[src/rtl/osp_pkg.sv]
// Package: register map, field layout and timing constants of the serial port
package osp_pkg;
   // Register byte offsets
   localparam logic [11:0] OSP_STATUS_OFF  = 12'h000;
   localparam logic [11:0] OSP_TXHOLD_OFF  = 12'h004;
   localparam logic [11:0] OSP_RXHOLD_OFF  = 12'h008;
   localparam logic [11:0] OSP_CONFIG_OFF  = 12'h00C;
   localparam logic [11:0] OSP_TICKDIV_OFF = 12'h010;
   localparam logic [11:0] OSP_STATE_OFF   = 12'h014;
   // Status word bit positions
   localparam int OSP_TXP_BIT  = 5;
   localparam int OSP_RXEN_BIT = 4;
   localparam int OSP_RDY_BIT  = 3;
   localparam int OSP_OVR_BIT  = 2;
   localparam int OSP_FRM_BIT  = 1;
   localparam int OSP_PAR_BIT  = 0;
   localparam logic [7:0] OSP_STATUS_RST = 8'h00;
   // Config fields: [3:0] data bits N, [7:4] frame length, [8] odd, [9] parity check,
   // [14:10] ticks per bit K
   localparam int OSP_CFG_N_LSB   = 0;
   localparam int OSP_CFG_LEN_LSB = 4;
   localparam int OSP_CFG_ODD_BIT = 8;
   localparam int OSP_CFG_PCK_BIT = 9;
   localparam int OSP_CFG_K_LSB   = 10;
   localparam logic [3:0] OSP_N_RST   = 4'h7;
   localparam logic [3:0] OSP_LEN_RST = 4'hA;
   localparam logic [4:0] OSP_K_RST   = 5'h10;
   localparam logic [15:0] OSP_TICKDIV_RST = 16'h0028;
   localparam logic [15:0] OSP_ZERO16 = 16'h0000;
   localparam logic [4:0]  OSP_ZERO5  = 5'h00;
   localparam logic [3:0]  OSP_ZERO4  = 4'h0;
   localparam logic [4:0]  OSP_ONE5   = 5'h01;
   localparam logic [3:0]  OSP_ONE4   = 4'h1;
   localparam logic [15:0] OSP_ONE16  = 16'h0001;
   typedef enum logic [2:0] {
      OSP_RX_EDGE, OSP_RX_START, OSP_RX_DATA, OSP_RX_PARITY, OSP_RX_STOP
   } osp_rx_state_t;
endpackage

[src/rtl/osp_serial_port.sv]
// Oversampled asynchronous serial port with APB register access
//
// Decided for this implementation: the APB interface to the registers and the register addresses.
`timescale 1ns/1ps

module osp_serial_port
   import osp_pkg::*;
(
   input  wire logic        pclk,
   input  wire logic        presetn,
   input  wire logic        psel,
   input  wire logic        penable,
   input  wire logic        pwrite,
   input  wire logic [11:0] paddr,
   input  wire logic [31:0] pwdata,
   output logic [31:0]      prdata,
   output logic             pready,
   output logic             pslverr,
   input  wire logic        serial_in_pin,
   output logic             serial_out_pin,
   output logic             tx_empty_hook,
   output logic             rx_done_hook
);

   //--------------------------------------------------------------
   // State
   //--------------------------------------------------------------
   // All state lives in one record, registered in one place
   typedef struct packed {
      logic [7:0]    stat;
      logic [15:0]   tx_hold;
      logic [15:0]   tx_shf;
      logic [3:0]    tx_left;
      logic          tx_busy;
      logic [4:0]    tx_tick;
      logic [15:0]   rx_hold;
      logic [15:0]   rx_shf;
      logic [3:0]    rx_cnt;
      logic [4:0]    rx_tick;
      logic          rx_par;
      osp_rx_state_t rx_st;
      logic [3:0]    cfg_n;
      logic [3:0]    cfg_len;
      logic          cfg_odd;
      logic          cfg_pck;
      logic [4:0]    cfg_k;
      logic [15:0]   div;
      logic [15:0]   div_cnt;
      logic [31:0]   rdata;
      logic          ready;
      logic          err;
      logic          sout;
      logic          tx_req;
      logic          rx_req;
   } osp_state_t;

   osp_state_t s_q;
   osp_state_t s_d;

   function automatic logic hit(input logic [11:0] a, input logic [11:0] off);
      hit = (a == off);
   endfunction

   //--------------------------------------------------------------
   // Bus decode and tick helpers
   //--------------------------------------------------------------
   // Receive shift register width, used to right-align a short word
   localparam logic [4:0] RX_SHF_W = 5'h10;

   logic tick;
   logic setup;
   logic acc;
   logic wr;
   logic rd;
   logic mapped;
   logic [4:0] half_k;
   logic [4:0] last_tick;
   logic       last_tx;

   always_comb begin
      setup  = psel && !penable;
      acc    = psel && penable && s_q.ready;
      wr     = acc && pwrite;
      rd     = setup && !pwrite;
      mapped = hit(paddr, OSP_STATUS_OFF) || hit(paddr, OSP_TXHOLD_OFF) ||
               hit(paddr, OSP_RXHOLD_OFF) || hit(paddr, OSP_CONFIG_OFF) ||
               hit(paddr, OSP_TICKDIV_OFF) || hit(paddr, OSP_STATE_OFF);
      tick      = (s_q.div_cnt == OSP_ZERO16);
      // Half a bit rounds down for an odd K
      half_k    = {1'b0, s_q.cfg_k[4:1]};
      last_tick = s_q.cfg_k - OSP_ONE5;
      last_tx   = (s_q.tx_left == OSP_ONE4);
   end

   always_comb begin
      s_d        = s_q;
      s_d.tx_req = 1'b0;
      s_d.rx_req = 1'b0;
      //--------------------------------------------------------------
      // APB slave: no wait state, read data captured at setup
      //--------------------------------------------------------------
      // Writes land only at the access edge at which pready is sampled high
      s_d.ready = setup;
      // Unmapped addresses answer with pslverr and read zero; the error is
      // its own flop so that pslverr comes straight from a register
      s_d.err   = setup && !mapped;
      if (rd) begin
         // Bits above a register's width read zero
         s_d.rdata = 32'h0000_0000;
         if (hit(paddr, OSP_STATUS_OFF)) begin
            s_d.rdata[7:0] = s_q.stat;
         end else if (hit(paddr, OSP_TXHOLD_OFF)) begin
            s_d.rdata[15:0] = s_q.tx_hold;
         end else if (hit(paddr, OSP_RXHOLD_OFF)) begin
            s_d.rdata[15:0] = s_q.rx_hold;
         end else if (hit(paddr, OSP_CONFIG_OFF)) begin
            s_d.rdata[14:0] = {s_q.cfg_k, s_q.cfg_pck, s_q.cfg_odd, s_q.cfg_len, s_q.cfg_n};
         end else if (hit(paddr, OSP_TICKDIV_OFF)) begin
            s_d.rdata[15:0] = s_q.div;
         end else if (hit(paddr, OSP_STATE_OFF)) begin
            s_d.rdata[2:0] = s_q.rx_st;
         end
      end
      if (wr) begin
         if (hit(paddr, OSP_STATUS_OFF)) begin
            // Bits 7 and 6 are never written and read zero
            s_d.stat[5:0] = pwdata[5:0];
         end else if (hit(paddr, OSP_TXHOLD_OFF)) begin
            // Overwrites a word still pending; software checks the flag first
            s_d.tx_hold = pwdata[15:0];
         end else if (hit(paddr, OSP_CONFIG_OFF)) begin
            // New framing acts at once; change it only while both sides idle
            s_d.cfg_n   = pwdata[OSP_CFG_N_LSB +: 4];
            s_d.cfg_len = pwdata[OSP_CFG_LEN_LSB +: 4];
            s_d.cfg_odd = pwdata[OSP_CFG_ODD_BIT];
            s_d.cfg_pck = pwdata[OSP_CFG_PCK_BIT];
            s_d.cfg_k   = pwdata[OSP_CFG_K_LSB +: 5];
         end else if (hit(paddr, OSP_TICKDIV_OFF)) begin
            // A zero divider ticks on every clock
            s_d.div = pwdata[15:0];
         end
      end
      //--------------------------------------------------------------
      // Sampling tick divider
      //--------------------------------------------------------------
      // Tick period is the divider value plus one clock
      s_d.div_cnt = tick ? s_q.div : s_q.div_cnt - OSP_ONE16;
      //--------------------------------------------------------------
      // Transmitter; hardware updates follow the register write so they win
      //--------------------------------------------------------------
      // The pending flag is read in its next value, so a flag set in this cycle
      // is honoured at once; the hardware clear below then wins over the write
      if (tick) begin
         if (!s_q.tx_busy || s_q.tx_tick == last_tick) begin
            s_d.tx_tick = OSP_ZERO5;
            if (s_q.tx_busy && !last_tx) begin
               s_d.tx_shf  = {1'b1, s_q.tx_shf[15:1]};
               s_d.sout    = s_q.tx_shf[1];
               s_d.tx_left = s_q.tx_left - OSP_ONE4;
            end else if (s_d.stat[OSP_TXP_BIT]) begin
               s_d.tx_shf  = s_d.tx_hold;
               s_d.sout    = s_d.tx_hold[0];
               s_d.tx_left = s_q.cfg_len;
               s_d.tx_busy = 1'b1;
               s_d.stat[OSP_TXP_BIT] = 1'b0;
               // Holding word is free again: ask for the next one
               s_d.tx_req  = 1'b1;
            end else begin
               if (s_q.tx_busy) begin
                  s_d.tx_req = 1'b1;
               end
               s_d.tx_busy = 1'b0;
               // Ran dry with nothing pending: back to the mark level
               s_d.sout    = 1'b1;
            end
         end else begin
            s_d.tx_tick = s_q.tx_tick + OSP_ONE5;
         end
      end
      //--------------------------------------------------------------
      // Receiver
      //--------------------------------------------------------------
      // Flags are set after the software status write above, so a hardware
      // event and a clear in the same cycle leave the flag set.
      // State codes 0 to 4 read back through the state register in this order.
      if (tick) begin
         s_d.rx_tick = s_q.rx_tick + OSP_ONE5;
         case (s_q.rx_st)
            OSP_RX_EDGE: begin
               s_d.rx_tick = OSP_ZERO5;
               // With reception disabled the receiver stays here
               if (s_q.stat[OSP_RXEN_BIT] && !serial_in_pin) begin
                  s_d.rx_st = OSP_RX_START;
               end
            end
            OSP_RX_START: begin
               if (s_q.rx_tick + OSP_ONE5 >= half_k) begin
                  s_d.rx_tick = OSP_ZERO5;
                  s_d.rx_shf  = OSP_ZERO16;
                  s_d.rx_cnt  = OSP_ZERO4;
                  s_d.rx_par  = s_q.cfg_odd;
                  // Noise pulse shorter than half a bit goes back to idle
                  s_d.rx_st = serial_in_pin ? OSP_RX_EDGE : OSP_RX_DATA;
               end
            end
            OSP_RX_DATA: begin
               if (s_q.rx_tick == last_tick) begin
                  s_d.rx_tick = OSP_ZERO5;
                  // Samples fall mid-bit, K ticks apart; the LSB arrives first
                  s_d.rx_shf  = {serial_in_pin, s_q.rx_shf[15:1]};
                  s_d.rx_par  = s_q.rx_par ^ serial_in_pin;
                  s_d.rx_cnt  = s_q.rx_cnt + OSP_ONE4;
                  if (s_q.rx_cnt + OSP_ONE4 == s_q.cfg_n) begin
                     s_d.rx_st = OSP_RX_PARITY;
                  end
               end
            end
            OSP_RX_PARITY: begin
               if (s_q.rx_tick == last_tick) begin
                  s_d.rx_tick = OSP_ZERO5;
                  // A one left in the running check after parity is a mismatch
                  s_d.rx_par  = s_q.rx_par ^ serial_in_pin;
                  s_d.rx_st   = OSP_RX_STOP;
               end
            end
            OSP_RX_STOP: begin
               if (s_q.rx_tick == last_tick) begin
                  s_d.rx_tick = OSP_ZERO5;
                  s_d.rx_st   = OSP_RX_EDGE;
                  // Right-align: shift out the unused lower positions
                  s_d.rx_hold = s_q.rx_shf >> (RX_SHF_W - {1'b0, s_q.cfg_n});
                  if (s_q.cfg_pck && s_q.rx_par) begin
                     s_d.stat[OSP_PAR_BIT] = 1'b1;
                  end
                  // Only the first stop bit is looked at
                  if (!serial_in_pin) begin
                     s_d.stat[OSP_FRM_BIT] = 1'b1;
                  end
                  // Overrun looks at ready as it stood before this word
                  if (s_q.stat[OSP_RDY_BIT]) begin
                     s_d.stat[OSP_OVR_BIT] = 1'b1;
                  end
                  s_d.stat[OSP_RDY_BIT] = 1'b1;
                  s_d.rx_req = 1'b1;
               end
            end
            default: begin
               s_d.rx_st = OSP_RX_EDGE;
            end
         endcase
      end
   end

   //--------------------------------------------------------------
   // State register
   //--------------------------------------------------------------
   always_ff @(posedge pclk or negedge presetn) begin
      if (!presetn) begin
         s_q         <= '0;
         s_q.stat    <= OSP_STATUS_RST;
         s_q.rx_st   <= OSP_RX_EDGE;
         // Wakes up with a usable default framing
         s_q.cfg_n   <= OSP_N_RST;
         s_q.cfg_len <= OSP_LEN_RST;
         s_q.cfg_odd <= 1'b1;
         s_q.cfg_k   <= OSP_K_RST;
         s_q.div     <= OSP_TICKDIV_RST;
         s_q.sout    <= 1'b1;
      end else begin
         s_q <= s_d;
      end
   end

   //--------------------------------------------------------------
   // Outputs, each straight from a flop
   //--------------------------------------------------------------
   assign prdata         = s_q.rdata;
   assign pready         = s_q.ready;
   assign pslverr        = s_q.err;
   assign serial_out_pin = s_q.sout;
   assign tx_empty_hook  = s_q.tx_req;
   assign rx_done_hook   = s_q.rx_req;

endmodule

[config.mk]
export PLATFORM = sky130hd
export DESIGN_NAME = osp_serial_port
export DESIGN_NICKNAME = d
export VERILOG_FILES = /design/src/rtl/osp_pkg.sv /design/src/rtl/osp_serial_port.sv
export SDC_FILE = /design/constraint.sdc
export NUM_CORES = 1
export LEC_CHECK = 0
export ABC_CLOCK_PERIOD_IN_PS = 3100
export BUFFER_PORTS_ARGS = -buffer_cell sky130_fd_sc_hd__buf_2
export CORE_ASPECT_RATIO = 0.5
export CORE_UTILIZATION = 48
export CTS_BUF_LIST = sky130_fd_sc_hd__clkbuf_8
export DETAILED_ROUTE_END_ITERATION = 6
export GPL_TIMING_DRIVEN = 0
export PLACE_DENSITY_LB_ADDON = 0.15
export SLEW_MARGIN = 20
export SYNTH_ARGS = -nofsm -noshare
export SYNTH_HDL_FRONTEND = slang
export SYNTH_SLANG_ARGS = --single-unit
export TNS_END_PERCENT = 10
[constraint.sdc]
create_clock -name pclk -period 3.1 [get_ports pclk]
set_input_delay 0 -clock pclk [delete_from_list [all_inputs] [get_ports pclk]]
set_output_delay 0 -clock pclk [all_outputs]
set_load 0.05 [all_outputs]
* Word level (Yosys, flattened, before mapping)
Cells that the tools add are included.
** Word-level totals
- Output and inout port bits :: 37
- Word-level logic and storage cells :: 144
- Bits in read-only memories :: 0
- Bits of input ports :: 50
- Register bits after elaboration :: 161
- Latch bits :: 0
- Memory bits (writable) :: 0
- Memories :: 0
** Operators by class
- Muxes and demuxes :: 48
- $mul :: 0
- Equality and inequality tests :: 19
- Reductions and logical operators :: 37
- Shift operators :: 1
- Add/subtract/negate cells :: 7
- Divide/modulo/power cells :: 0
- Bitwise operators :: 5
- Order comparisons :: 1
** Operators with widths (count)
- two-way mux 16 bit :: 5
- two-way mux 29 bit :: 2
- two-way mux 20 bit :: 2
- case mux 20 bit (2 select lines) :: 1
- case mux 5 bit (5 select lines) :: 1
- == test 12 x 4 -> 1 bit (second input constant) :: 2
- == test 12 x 5 -> 1 bit (second input constant) :: 2
- two-way mux 22 bit :: 1
- logical NOT 16 bit :: 1
- two-way mux 1 bit :: 16
- two-way mux 8 bit :: 2
- >> shifter 16 x 5 -> 16 bit :: 1
- subtractor 16 x 1 -> 16 bit (second input constant) :: 1
- two-way mux 15 bit :: 1
- two-way mux 3 bit :: 5
- case mux 3 bit (5 select lines) :: 1
- two-way mux 13 bit :: 1
- == test 12 x 3 -> 1 bit (second input constant) :: 1
- logical NOT 12 bit :: 1
- two-way mux 4 bit :: 3
- inequality test 2 bit (second input constant) :: 6
- adder 5 x 1 -> 5 bit (second input constant) :: 2
- == test 5 bit :: 2
- two-way mux 5 bit :: 2
- other kinds (27) :: 56

* Logic depth before layout (Yosys ltp)
Gate-level depths: netlist of run 1.
- Word-level depth :: 8
- Depth in mapped cells :: 11
- Mapped depth without buffers :: 9

* Worst setup path after synthesis of run 1
OpenSTA, ideal clock, no wires.
- Path kind :: register to register
- Start :: register s_q[80] in the netlist's numbering
- End :: register s_q[118] in the netlist's numbering
- Path slack :: 0.213 ns
- Stages on the path, launching flop included :: 10
- Arrival time :: 2.751 ns
- Clock period less this slack :: 2.887 ns
- Data required time :: 2.964 ns
- Buffers on the path :: 3
- Setup time :: 0.136 ns
- Path through :: dfstp_2 > clkbuf_1 > clkbuf_1 > inv_1 > ha_1 > xor2_1 > clkbuf_1 > mux2i_1 > o32a_1 > o21ai_0
** On the way
- Longest elaborated chain between the ends :: 2
** RTL lines
- start: declaration :: line osp_serial_port.sv:57 : osp_state_t s_q;
- subtractor 5 x 4 -> 5 bit :: line osp_serial_port.sv:231 : s_d.rx_hold = s_q.rx_shf >> (RX_SHF_W - {1'b0, s_q.cfg_n});
- >> shifter 16 x 5 -> 16 bit :: line osp_serial_port.sv:231
No other way between the ends.
A chain may end at the register's enable or synchronous reset.

* Worst setup path after layout of run 1
- Start :: register s_q[37] in the netlist's numbering
- End :: register s_q[108] in the netlist's numbering
** On the way
- Longest elaborated chain between the ends :: 2
** RTL lines
- logical NOT 16 bit :: line osp_serial_port.sv:88 : tick = (s_q.div_cnt == OSP_ZERO16);
- AND reduction 4 bit (no line)
No other way between the ends.

==> results of run 1 <==
==> worst max-delay path, cell delays in order (launching register included) <==
cell      delay [ns]
dfrtp_1         0.40
inv_1           0.06
ha_1            0.17
or4b_1          0.49
nand2b_1        0.33
nor3_4          0.36
nand2_1         0.20
a21o_1          0.21
clkbuf_1        0.25
a22o_1          0.30
==> final timing paths <==
path                                          to  cells after the start
max                         s_q[108]$_DFFE_PN0P_                      9
min                          s_q[98]$_DFFE_PN0P_                      2
max reg2reg                 s_q[108]$_DFFE_PN0P_                      9
min reg2reg                    s_q[37]$_DFF_PN0_                      1
max in group asynchronous  half_k[3]$_DFFE_PN1P_                      3
min in group pclk          prdata[4]$_DFFE_PN0P_                      6
==> per-stage QoR <==
step                setup slack, ns  utilization
finish                        0.201        0.591
CTS                         0.00577        0.584
global route                0.00493        0.591
detailed placement           -0.338        0.542
global placement             -0.433        0.540
floorplan                     0.213            -
==> cell families after synthesis <==
logic type | count (synthesis) | share of synthesized area
DFF | 160 | 0.476
other | 1 | 0.000444
adders and majority gates | 12 | 0.0178
and+or+nand+nor | 227 | 0.129
AOI/OAI and AO/OA | 191 | 0.149
xor gates and xnor gates | 32 | 0.0365
muxes | 98 | 0.133
buffers and inverters | 94 | 0.0575
==> cell usage in the layout, fill, tap and decap left out, drive strengths merged, types with 19 or more instances in the layout <==
| cell | n |
|---|---|
| a21oi | 30 |
| a22o | 27 |
| buf | 102 |
| clkbuf | 53 |
| dfrtp | 150 |
| dlygate4sd3 | 24 |
| inv | 25 |
| mux2 | 53 |
| mux2i | 39 |
| nand2 | 94 |
| nor2 | 51 |
| o21ai | 67 |
| xnor2 | 19 |
==> power by group <==
group          internal, µW  total, µW  switching, µW
clock                   851       1650            795
combinational           374        872            497
sequential             2230       2390            151
==> layout make-up <==
type | instances | area (µm²) | share of cell area
Timing Repair Buffer | 87 | 608 | 0.0614
Multi-Input combinational cell | 576 | 4080 | 0.412
Clock buffer | 20 | 275 | 0.0278
Sequential cell | 160 | 4020 | 0.406
Tap cell | 227 | 284 | 0.0287
Clock inverter | 12 | 143 | 0.0144
Buffer | 72 | 414 | 0.0418
Inverter | 22 | 82.6 | 0.00834
==> cells in the mapped netlist (4+ instances only) <==
library cell  count  area (µm²)
a221oi_1         11        96.3
nor3b_1           7        52.6
nor2_1           51         191
nand2_1          94         353
xor2_1           11        96.3
dfstp_2          10         263
buf_2             4        20.0
nor4_1            5        31.3
mux4_2            6         135
buf_4            32         240
nand3_1          12        60.1
dfrtp_1         150        3750
o31ai_1           9        67.6
xnor2_1          19         166
clkbuf_1         34         128
a31oi_1           9        56.3
nor2b_1           4        25.0
or3_1             4        25.0
nor3_1           15        75.1
a21oi_1          30         150
a22o_1           27         236
o22a_1            4        35.0
mux2i_1          39         390
o21ai_0          66         330
nand2b_1         13        81.3
ha_1             12         150
o211ai_1          4        30.0
mux2_2           53         597
a22oi_1           4        30.0
inv_1            22        82.6
==> flip-flops by register name, indices dropped and copies added (netlist names) <==
name,count
s_q,135
prdata,16
half_k,4
pready,1
pslverr,1
rx_done_hook,1
serial_out_pin,1
tx_empty_hook,1
==> layer usage <==
layer | vias up | wire length, µm
met5 | - | 0
met2 | 208 | 9900
li1 | 3125 | -
met1 | 3317 | 10700
met4 | 0 | 232
met3 | 20 | 1390
==> repair_timing <==
action                                  in CTS  in global routing
endpoints found under the setup margin      51                 68
hold endpoints to repair                   136                  0
resized for setup                            5                 19
pin swaps                                    1                  4
setup buffers                                3                  5
hold buffers                                24                  0
==> flow_summary.yaml, run 1 <==
timing:
  setup_violations: 0
  layout_worst_path_cycle_share: 0.935
  hold-worst-slack_ns: 0.0903
  max_clock_freq_mhz: 345
  fin_setup_tns_ns: 0
  slew_headroom: 0.444
  timing.final.crit_period_ns: 2.90
  report.final.slew_viol_count: 0
  max_slew.worst_pin.slew_ns: 0.830
  worst_clock_skew_ns: 0.0184
  hold_violations: 0
  rsz0062_at_grt: "false"
critical_path:
  crit_path_max_fanout: 10
  worst-endpoint-required_ns: 3.44
  rrSetupSlack_ns: 0.20
  timing.critical_path.from: "s_q[37]$_DFF_PN0_"
  critPathCaptureType: "register"
  worst_setup_path_start_kind: "register"
  r2r-start: "s_q[37]$_DFF_PN0_"
  critPathKind: "reg2reg"
  critical_path_arrival_ns: 3.24
die:
  die_span_y_um: 95.7
  design.die.area_mm2: 0.0181
  start_util: 0.503
  coreArea_mm2: 0.0168
  top_ports: 87
  core.rowCount: 33
  die_x_um: 189
clock_network:
  path_clk_slew_ns: 0.09
  cts.path.max_buffers: 2
  clkLatencyLatePin_ns: 0.46
  clock_sink_count: 160
  root_buffer: "clkbuf_8"
  cts_tree: "built"
  ctsHtreeMaxLevel: 4
  cts_made_buffers: 17
cells_and_area:
  area.growth.synth_to_final_pct: 17.4
  num-nets-final: 998
  layout-drive-gt1-share: 0.233
  stdcell_area_mm2: 0.00990
  layout.cells.non_filler: 1176
  ant_diodes: 0
  num-fill-cells: 1505
yosys:
  syn-cell-area_mm2: 0.00844
  ys_seq_area_frac: 0.476
  yosys_warnings: 0
  netlist_instances: 815
  synth_flop_cell: "dfrtp_1"
  synth_cell_type_count: 67
  synth_enable_flop_cells: 0
  ys_async_sr_fraction: 1.00
  yosys_register_bits: 160
  avgSynthCellArea_um2: 10.4
routing:
  number_of_iterations_in_the_first_detailed_routing_pass: 5
  vias_per_cell: 5.67
  total_length_of_routed_wires_mm: 22.2
  detailedRoute.firstIterationViolations: 526
  dr_total_vias: 6670
  drcViolationCount: 0
  route.antenna.remaining_nets: 0
  routedWlPerCell_um: 18.9
placed_design:
  gpl.final_weighted_congestion: 0.884
  port_buffers: 54
  dp_hpwl_mm: 16.3
  placed_cells_incl_taps: 1112
  place_area_mm2: 0.00909
global_route:
  grt_util_all_layers: 0.258
  grt.met3_usage: 0.0591
  grt_start_max_net_pins: 82
  overflow: 0
  antenna_found_initial: 0
  first_pass_grt_wire_length_mm: 34.9
  grtUsageMet1: 0.372
  gr-usage-met2: 0.393
  grt_busiest_layer: "met2"
  via_count_of_the_first_global_routing_pass: 6211
pwr:
  pwr_density_cell_mw_per_mm2: 495
  irDropWorstVdd_mv: 0.292
  p_total_uw: 4900
  leakage_uw: 0.00448
min_path:
  timing.hold.worst.class: "in2async"
run_status:
  run_status: "complete, no violations"
job:
  maxCapViolCount: 0
No activity file was read; power rests on OpenSTA's default activity.
==> run 2: changes to the inputs <==
Settings changed: CTS_BUF_LIST sky130_fd_sc_hd__clkbuf_8 to not set.
==> run 2 against run 1 <==
Effect of this change: utilization rose by 0.93 points; via count rose by 0.76%; combinational power fell by 0.6%; final area rose by 1.6%; sequential cell count unchanged; setup slack got worse by 0.011 ns; fmax is 0.39% lower; global-route usage barely moved; die area stayed put; sequential power about the same; largest cell class unchanged.
==> flow_summary.yaml, run 2 (same netlist as run 1, synthesis figures left out) <==
critical_path:
  critical_path_arrival_ns: 3.25
  worstPathBufferInverterCount: 2
  worst_path_max_delay_cell: "or4b_1"
  critPathCaptureType: "register"
  critical_path.max_stage_delay_ns: 0.49
  worst-endpoint-required_ns: 3.44
  crit_path_cell_trace: "inv_1 > ha_1 > or4b_1 > nand2b_1 > nor3_4 > clkbuf_2 > o2111ai_1 > o21ai_0"
  crit_path_max_fanout: 10
  top_family_by_delay_on_critical_path: "simple AND/OR/NAND/NOR gates"
  worst_setup_path_start_kind: "register"
  critPathKind: "reg2reg"
global_route:
  grt_util_all_layers: 0.258
  grt_busiest_layer: "met2"
  via_count_of_the_first_global_routing_pass: 6230
  grt_start_max_net_pins: 82
  grtUsageMet1: 0.371
  grt.met3_usage: 0.0547
  first_pass_grt_wire_length_mm: 34.9
  antenna_found_initial: 0
  gr-usage-met2: 0.391
  overflow: 0
clock_network:
  cts_made_buffers: 17
  cts_tree: "built"
  clock_sink_count: 160
  path_clk_slew_ns: 0.06
  ctsHtreeMaxLevel: 4
  clkLatencyLatePin_ns: 0.43
  cts.path.max_buffers: 2
  root_buffer: "clkbuf_16"
cells_and_area:
  most_frequent_cells_in_the_layout: "dfrtp_1 (150), nand2_1 (94), o21ai_0 (66)"
  ant_diodes: 0
  layout.cells.most_common: "dfrtp_1"
  top_register: "s_q"
  layout-drive-gt1-share: 0.232
  num-fill-cells: 1480
  num-nets-final: 993
  area.growth.synth_to_final_pct: 19.2
  largest_register_ffs: 135
die:
  design.die.area_mm2: 0.0181
  die_span_y_um: 95.7
  start_util: 0.503
  coreArea_mm2: 0.0168
  top_ports: 87
  die_x_um: 189
  core.rowCount: 33
job:
  maxCapViolCount: 0
placed_design:
  gpl.final_weighted_congestion: 0.884
  port_buffers: 54
  dp_hpwl_mm: 16.3
routing:
  total_length_of_routed_wires_mm: 22.2
  routedWlPerCell_um: 19.0
  drcViolationCount: 0
  detailedRoute.firstIterationViolations: 571
  dr_total_vias: 6721
  number_of_iterations_in_the_first_detailed_routing_pass: 5
  vias_per_cell: 5.74
  route.antenna.remaining_nets: 0
timing:
  timing.final.crit_period_ns: 2.91
  slew_headroom: 0.450
  report.final.slew_viol_count: 0
  rsz0062_at_grt: "false"
  layout_worst_path_cycle_share: 0.939
  setup_violations: 0
  hold-worst-slack_ns: 0.0119
  hold_violations: 0
  max_clock_freq_mhz: 344
  max_slew.worst_pin.slew_ns: 0.820
  worst_clock_skew_ns: 0.0153
pwr:
  leakage_uw: 0.00453
  pwr_density_cell_mw_per_mm2: 542
  irDropWorstVdd_mv: 0.443
  p_total_uw: 5450
min_path:
  timing.hold.worst.class: "in2reg"
run_status:
  run_status: "complete, no violations"
==> run 2: repair_timing <==
item | CTS | global route
hold buffers | 22 | 0
buffers inserted | 3 | 2
hold endpoints to repair | 134 | 0
pin swaps | 1 | 4
endpoints found under the setup margin | 51 | 68
gates resized for setup | 5 | 20
==> run 2: power by group <==
part / internal [µW] / switching, µW
clock: 1330 / 861
sequential: 2240 / 150
combinational: 373 / 494
==> run 2: cell type report <==
| class | instances | area (µm²) | share of cell area |
|---|---|---|---|
| inverter | 22 | 82.6 | 0.00821 |
| multi-input combinational | 576 | 4080 | 0.406 |
| sequential | 160 | 4020 | 0.399 |
| timing repair buffer | 82 | 566 | 0.0562 |
| buffer | 72 | 414 | 0.0412 |
| clock buffer | 23 | 478 | 0.0475 |
| tap | 227 | 284 | 0.0282 |
| clock inverter | 9 | 131 | 0.0131 |
==> run 2: metrics by stage <==
step	instances	setup slack [ns]	area, µm²	TNS, ns	util
after global routing	1171	0.0113	10100	0	0.600
after detailed placement	1112	-0.338	9090	-8.05	0.542
after floorplan	830	0.213	8490	0	-
after CTS	1169	0.00847	9960	0	0.594
final	1171	0.189	10100	0	0.600
after global placement	1111	-0.433	9050	-67.68	0.540
==> run 2: path summary, 6_finish.rpt <==
kind,start,to,slack [ns],cells after the start
worst max-delay path,s_q[37]$_DFF_PN0_,s_q[89]$_DFFE_PN0P_,0.19,8
worst min-delay path,pwrite,prdata[1]$_DFFE_PN0P_,0.01,4
worst max register to register,s_q[37]$_DFF_PN0_,s_q[89]$_DFFE_PN0P_,0.19,8
worst min register to register,s_q[37]$_DFF_PN0_,s_q[37]$_DFF_PN0_,0.46,1
max in group asynchronous,presetn,half_k[3]$_DFFE_PN1P_,2.06,3
min in group asynchronous,presetn,s_q[100]$_DFFE_PN0P_,0.12,2
==> run 2: worst min-delay path, delay by kind of cell <==
family,cells,cell delay (ns)
buffers and inverters,1,0.10
AND/OR/NAND/NOR,1,0.06
AO/OA/AOI/OAI,2,0.25
==> run 2: per-layer routing <==
metal	share of wire	vias up
li1	-	3115
met1	0.49	3381
met2	0.44	196
met3	0.057	29
met4	0.015	0
met5	0	-
==> run 3: changes to the inputs <==
Settings changed: REMOVE_ABC_BUFFERS set to 1.
==> run 3 against run 2 <==
Effect of this change: sequential cell count unchanged; critical path depth is 1 higher; sequential share of layout area grew 1.2 points; largest power group unchanged; clock power about the same; fmax grew 0.16%; final cell count shrank 5.0%.
==> flow_summary.yaml, run 3 (same netlist as run 1, synthesis figures left out) <==
placed_design:
  dp_hpwl_mm: 14.5
  gpl.final_weighted_congestion: 0.847
  port_buffers: 54
critical_path:
  critical_path_arrival_ns: 3.22
  critPathKind: "reg2reg"
  worst_setup_path_start_kind: "register"
  worst-r2r-cell-count: 9
  rrSetupSlack_ns: 0.19
  worst-endpoint-required_ns: 3.41
  critPathCaptureType: "register"
  worstReg2RegEnd: "s_q[93]$_DFFE_PN0P_"
  r2r-start: "s_q[69]$_DFFE_PN0P_"
  crit_path_max_fanout: 20
timing:
  max_slew.worst_pin.slew_ns: 0.960
  worst_clock_skew_ns: 0.0103
  rsz0062_at_grt: "false"
  timing.final.crit_period_ns: 2.91
  max_clock_freq_mhz: 344
  hold_violations: 0
  report.final.slew_viol_count: 0
  slew_headroom: 0.360
  hold-worst-slack_ns: 0.0686
  layout_worst_path_cycle_share: 0.937
  setup_violations: 0
global_route:
  antenna_found_initial: 0
  overflow: 0
  via_count_of_the_first_global_routing_pass: 6064
  grt_start_max_net_pins: 83
  first_pass_grt_wire_length_mm: 32.9
  grt_util_all_layers: 0.242
routing:
  routedWlPerCell_um: 18.6
  detailedRoute.firstIterationViolations: 327
  drcViolationCount: 0
  vias_per_cell: 5.71
  number_of_iterations_in_the_first_detailed_routing_pass: 5
  route.antenna.remaining_nets: 0
  dr_total_vias: 6357
  total_length_of_routed_wires_mm: 20.8
clock_network:
  cts_made_buffers: 17
  clkLatencyLatePin_ns: 0.43
  path_clk_slew_ns: 0.07
  cts.path.max_buffers: 2
  root_buffer: "clkbuf_16"
  ctsHtreeMaxLevel: 4
  clock_sink_count: 160
  cts_tree: "built"
die:
  die_span_y_um: 95.7
  die_x_um: 189
  coreArea_mm2: 0.0168
  start_util: 0.503
  top_ports: 87
  design.die.area_mm2: 0.0181
  core.rowCount: 33
cells_and_area:
  largest_register_ffs: 135
  num-nets-final: 935
  area.growth.synth_to_final_pct: 15.9
  ant_diodes: 0
  most_frequent_cells_in_the_layout: "dfrtp_1 (150), nand2_1 (93), o21ai_0 (66)"
  layout.cells.most_common: "dfrtp_1"
  layout-drive-gt1-share: 0.219
  top_register: "s_q"
  num-fill-cells: 1475
min_path:
  hp-start: "pwrite"
  hold-path-endpoint: "prdata[2]$_DFFE_PN0P_"
  whs_path_depth: 4
  timing.hold.worst.class: "in2reg"
run_status:
  run_status: "complete, no violations"
pwr:
  pwr_density_cell_mw_per_mm2: 548
  irDropWorstVdd_mv: 0.430
  p_total_uw: 5360
  leakage_uw: 0.00435
job:
  maxCapViolCount: 0
-- run 3: final cells by class --
cell class / instances / area, µm² / area share
multi-input cells: 576 / 4080 / 0.417
repair buffers: 96 / 707 / 0.0723
flip-flops and latches: 160 / 4020 / 0.411
inverters: 22 / 82.6 / 0.00845
clock buffers: 20 / 447 / 0.0457
clock inverters: 12 / 160 / 0.0164
well taps: 227 / 284 / 0.0291
-- run 3: worst max-delay path, cell delays in order, from the launching register on --
cell and delay [ns]:
dfrtp_1 0.47, inv_1 0.07, ha_1 0.23, xnor2_1 0.28, xnor2_1 0.16, nor4_4 0.42
buf_4 0.24, nand3_1 0.09, a21o_1 0.44, mux2_2 0.38
-- run 3: how the worst max path moves through the flow --
stage | from | end | slack [ns] | cells after the start
3_5_place_dp | s_q[37]$_DFF_PN0_ | s_q[93]$_DFFE_PN0P_ | -0.55 | 7
2_1_floorplan | s_q[69]$_DFFE_PN0P_ | s_q[126]$_DFFE_PN0P_ | -0.40 | 7
6_report | s_q[69]$_DFFE_PN0P_ | s_q[93]$_DFFE_PN0P_ | 0.19 | 9
3_3_place_gp | s_q[69]$_DFFE_PN0P_ | s_q[126]$_DFFE_PN0P_ | -2.00 | 7
4_1_cts | s_q[69]$_DFFE_PN0P_ | s_q[148]$_DFFE_PN0P_ | -0.02 | 10
5_1_grt | s_q[88]$_DFFE_PN0P_ | s_q[112]$_DFFE_PN0P_ | 0.007 | 9
-- run 3: per-layer routing --
layer  GRT usage  routed length, µm  vias up
met3      0.0602               1310       25
li1            -                  -     3006
met4      0.0847                353        0
met2       0.366               9050      179
met1       0.342              10000     3147
met5           0                  0        -
-- run 3: power breakdown --
group | leakage, µW | internal (µW) | switching, µW | total (µW)
registers | 0.00210 | 2240 | 156 | 2390
clock network | 0.000295 | 1300 | 897 | 2190
logic | 0.00196 | 303 | 466 | 770
-- run 3: timing repair --
action / 4_1_cts / 5_1_grt
hold endpoints to repair: 137 / 0
setup endpoints to repair: 49 / 41
buffers inserted: 2 / 5
hold buffers: 22 / 0
gates resized for setup: 5 / 3
pin swaps: 3 / 2
-- run 3: stage by stage --
step / setup WS [ns] / cell area, µm² / utilization / setup TNS, ns / cells
global route: 0.00699 / 9770 / 0.583 / 0 / 1113
CTS: -0.0200 / 9710 / 0.579 / -0.0287 / 1108
finish: 0.194 / 9770 / 0.583 / 0 / 1113
floorplan: -0.403 / 8090 / - / -8.51 / 758
detailed placement: -0.546 / 8830 / 0.527 / -13.20 / 1052
global placement: -2.00 / 8640 / 0.516 / -189.90 / 1039
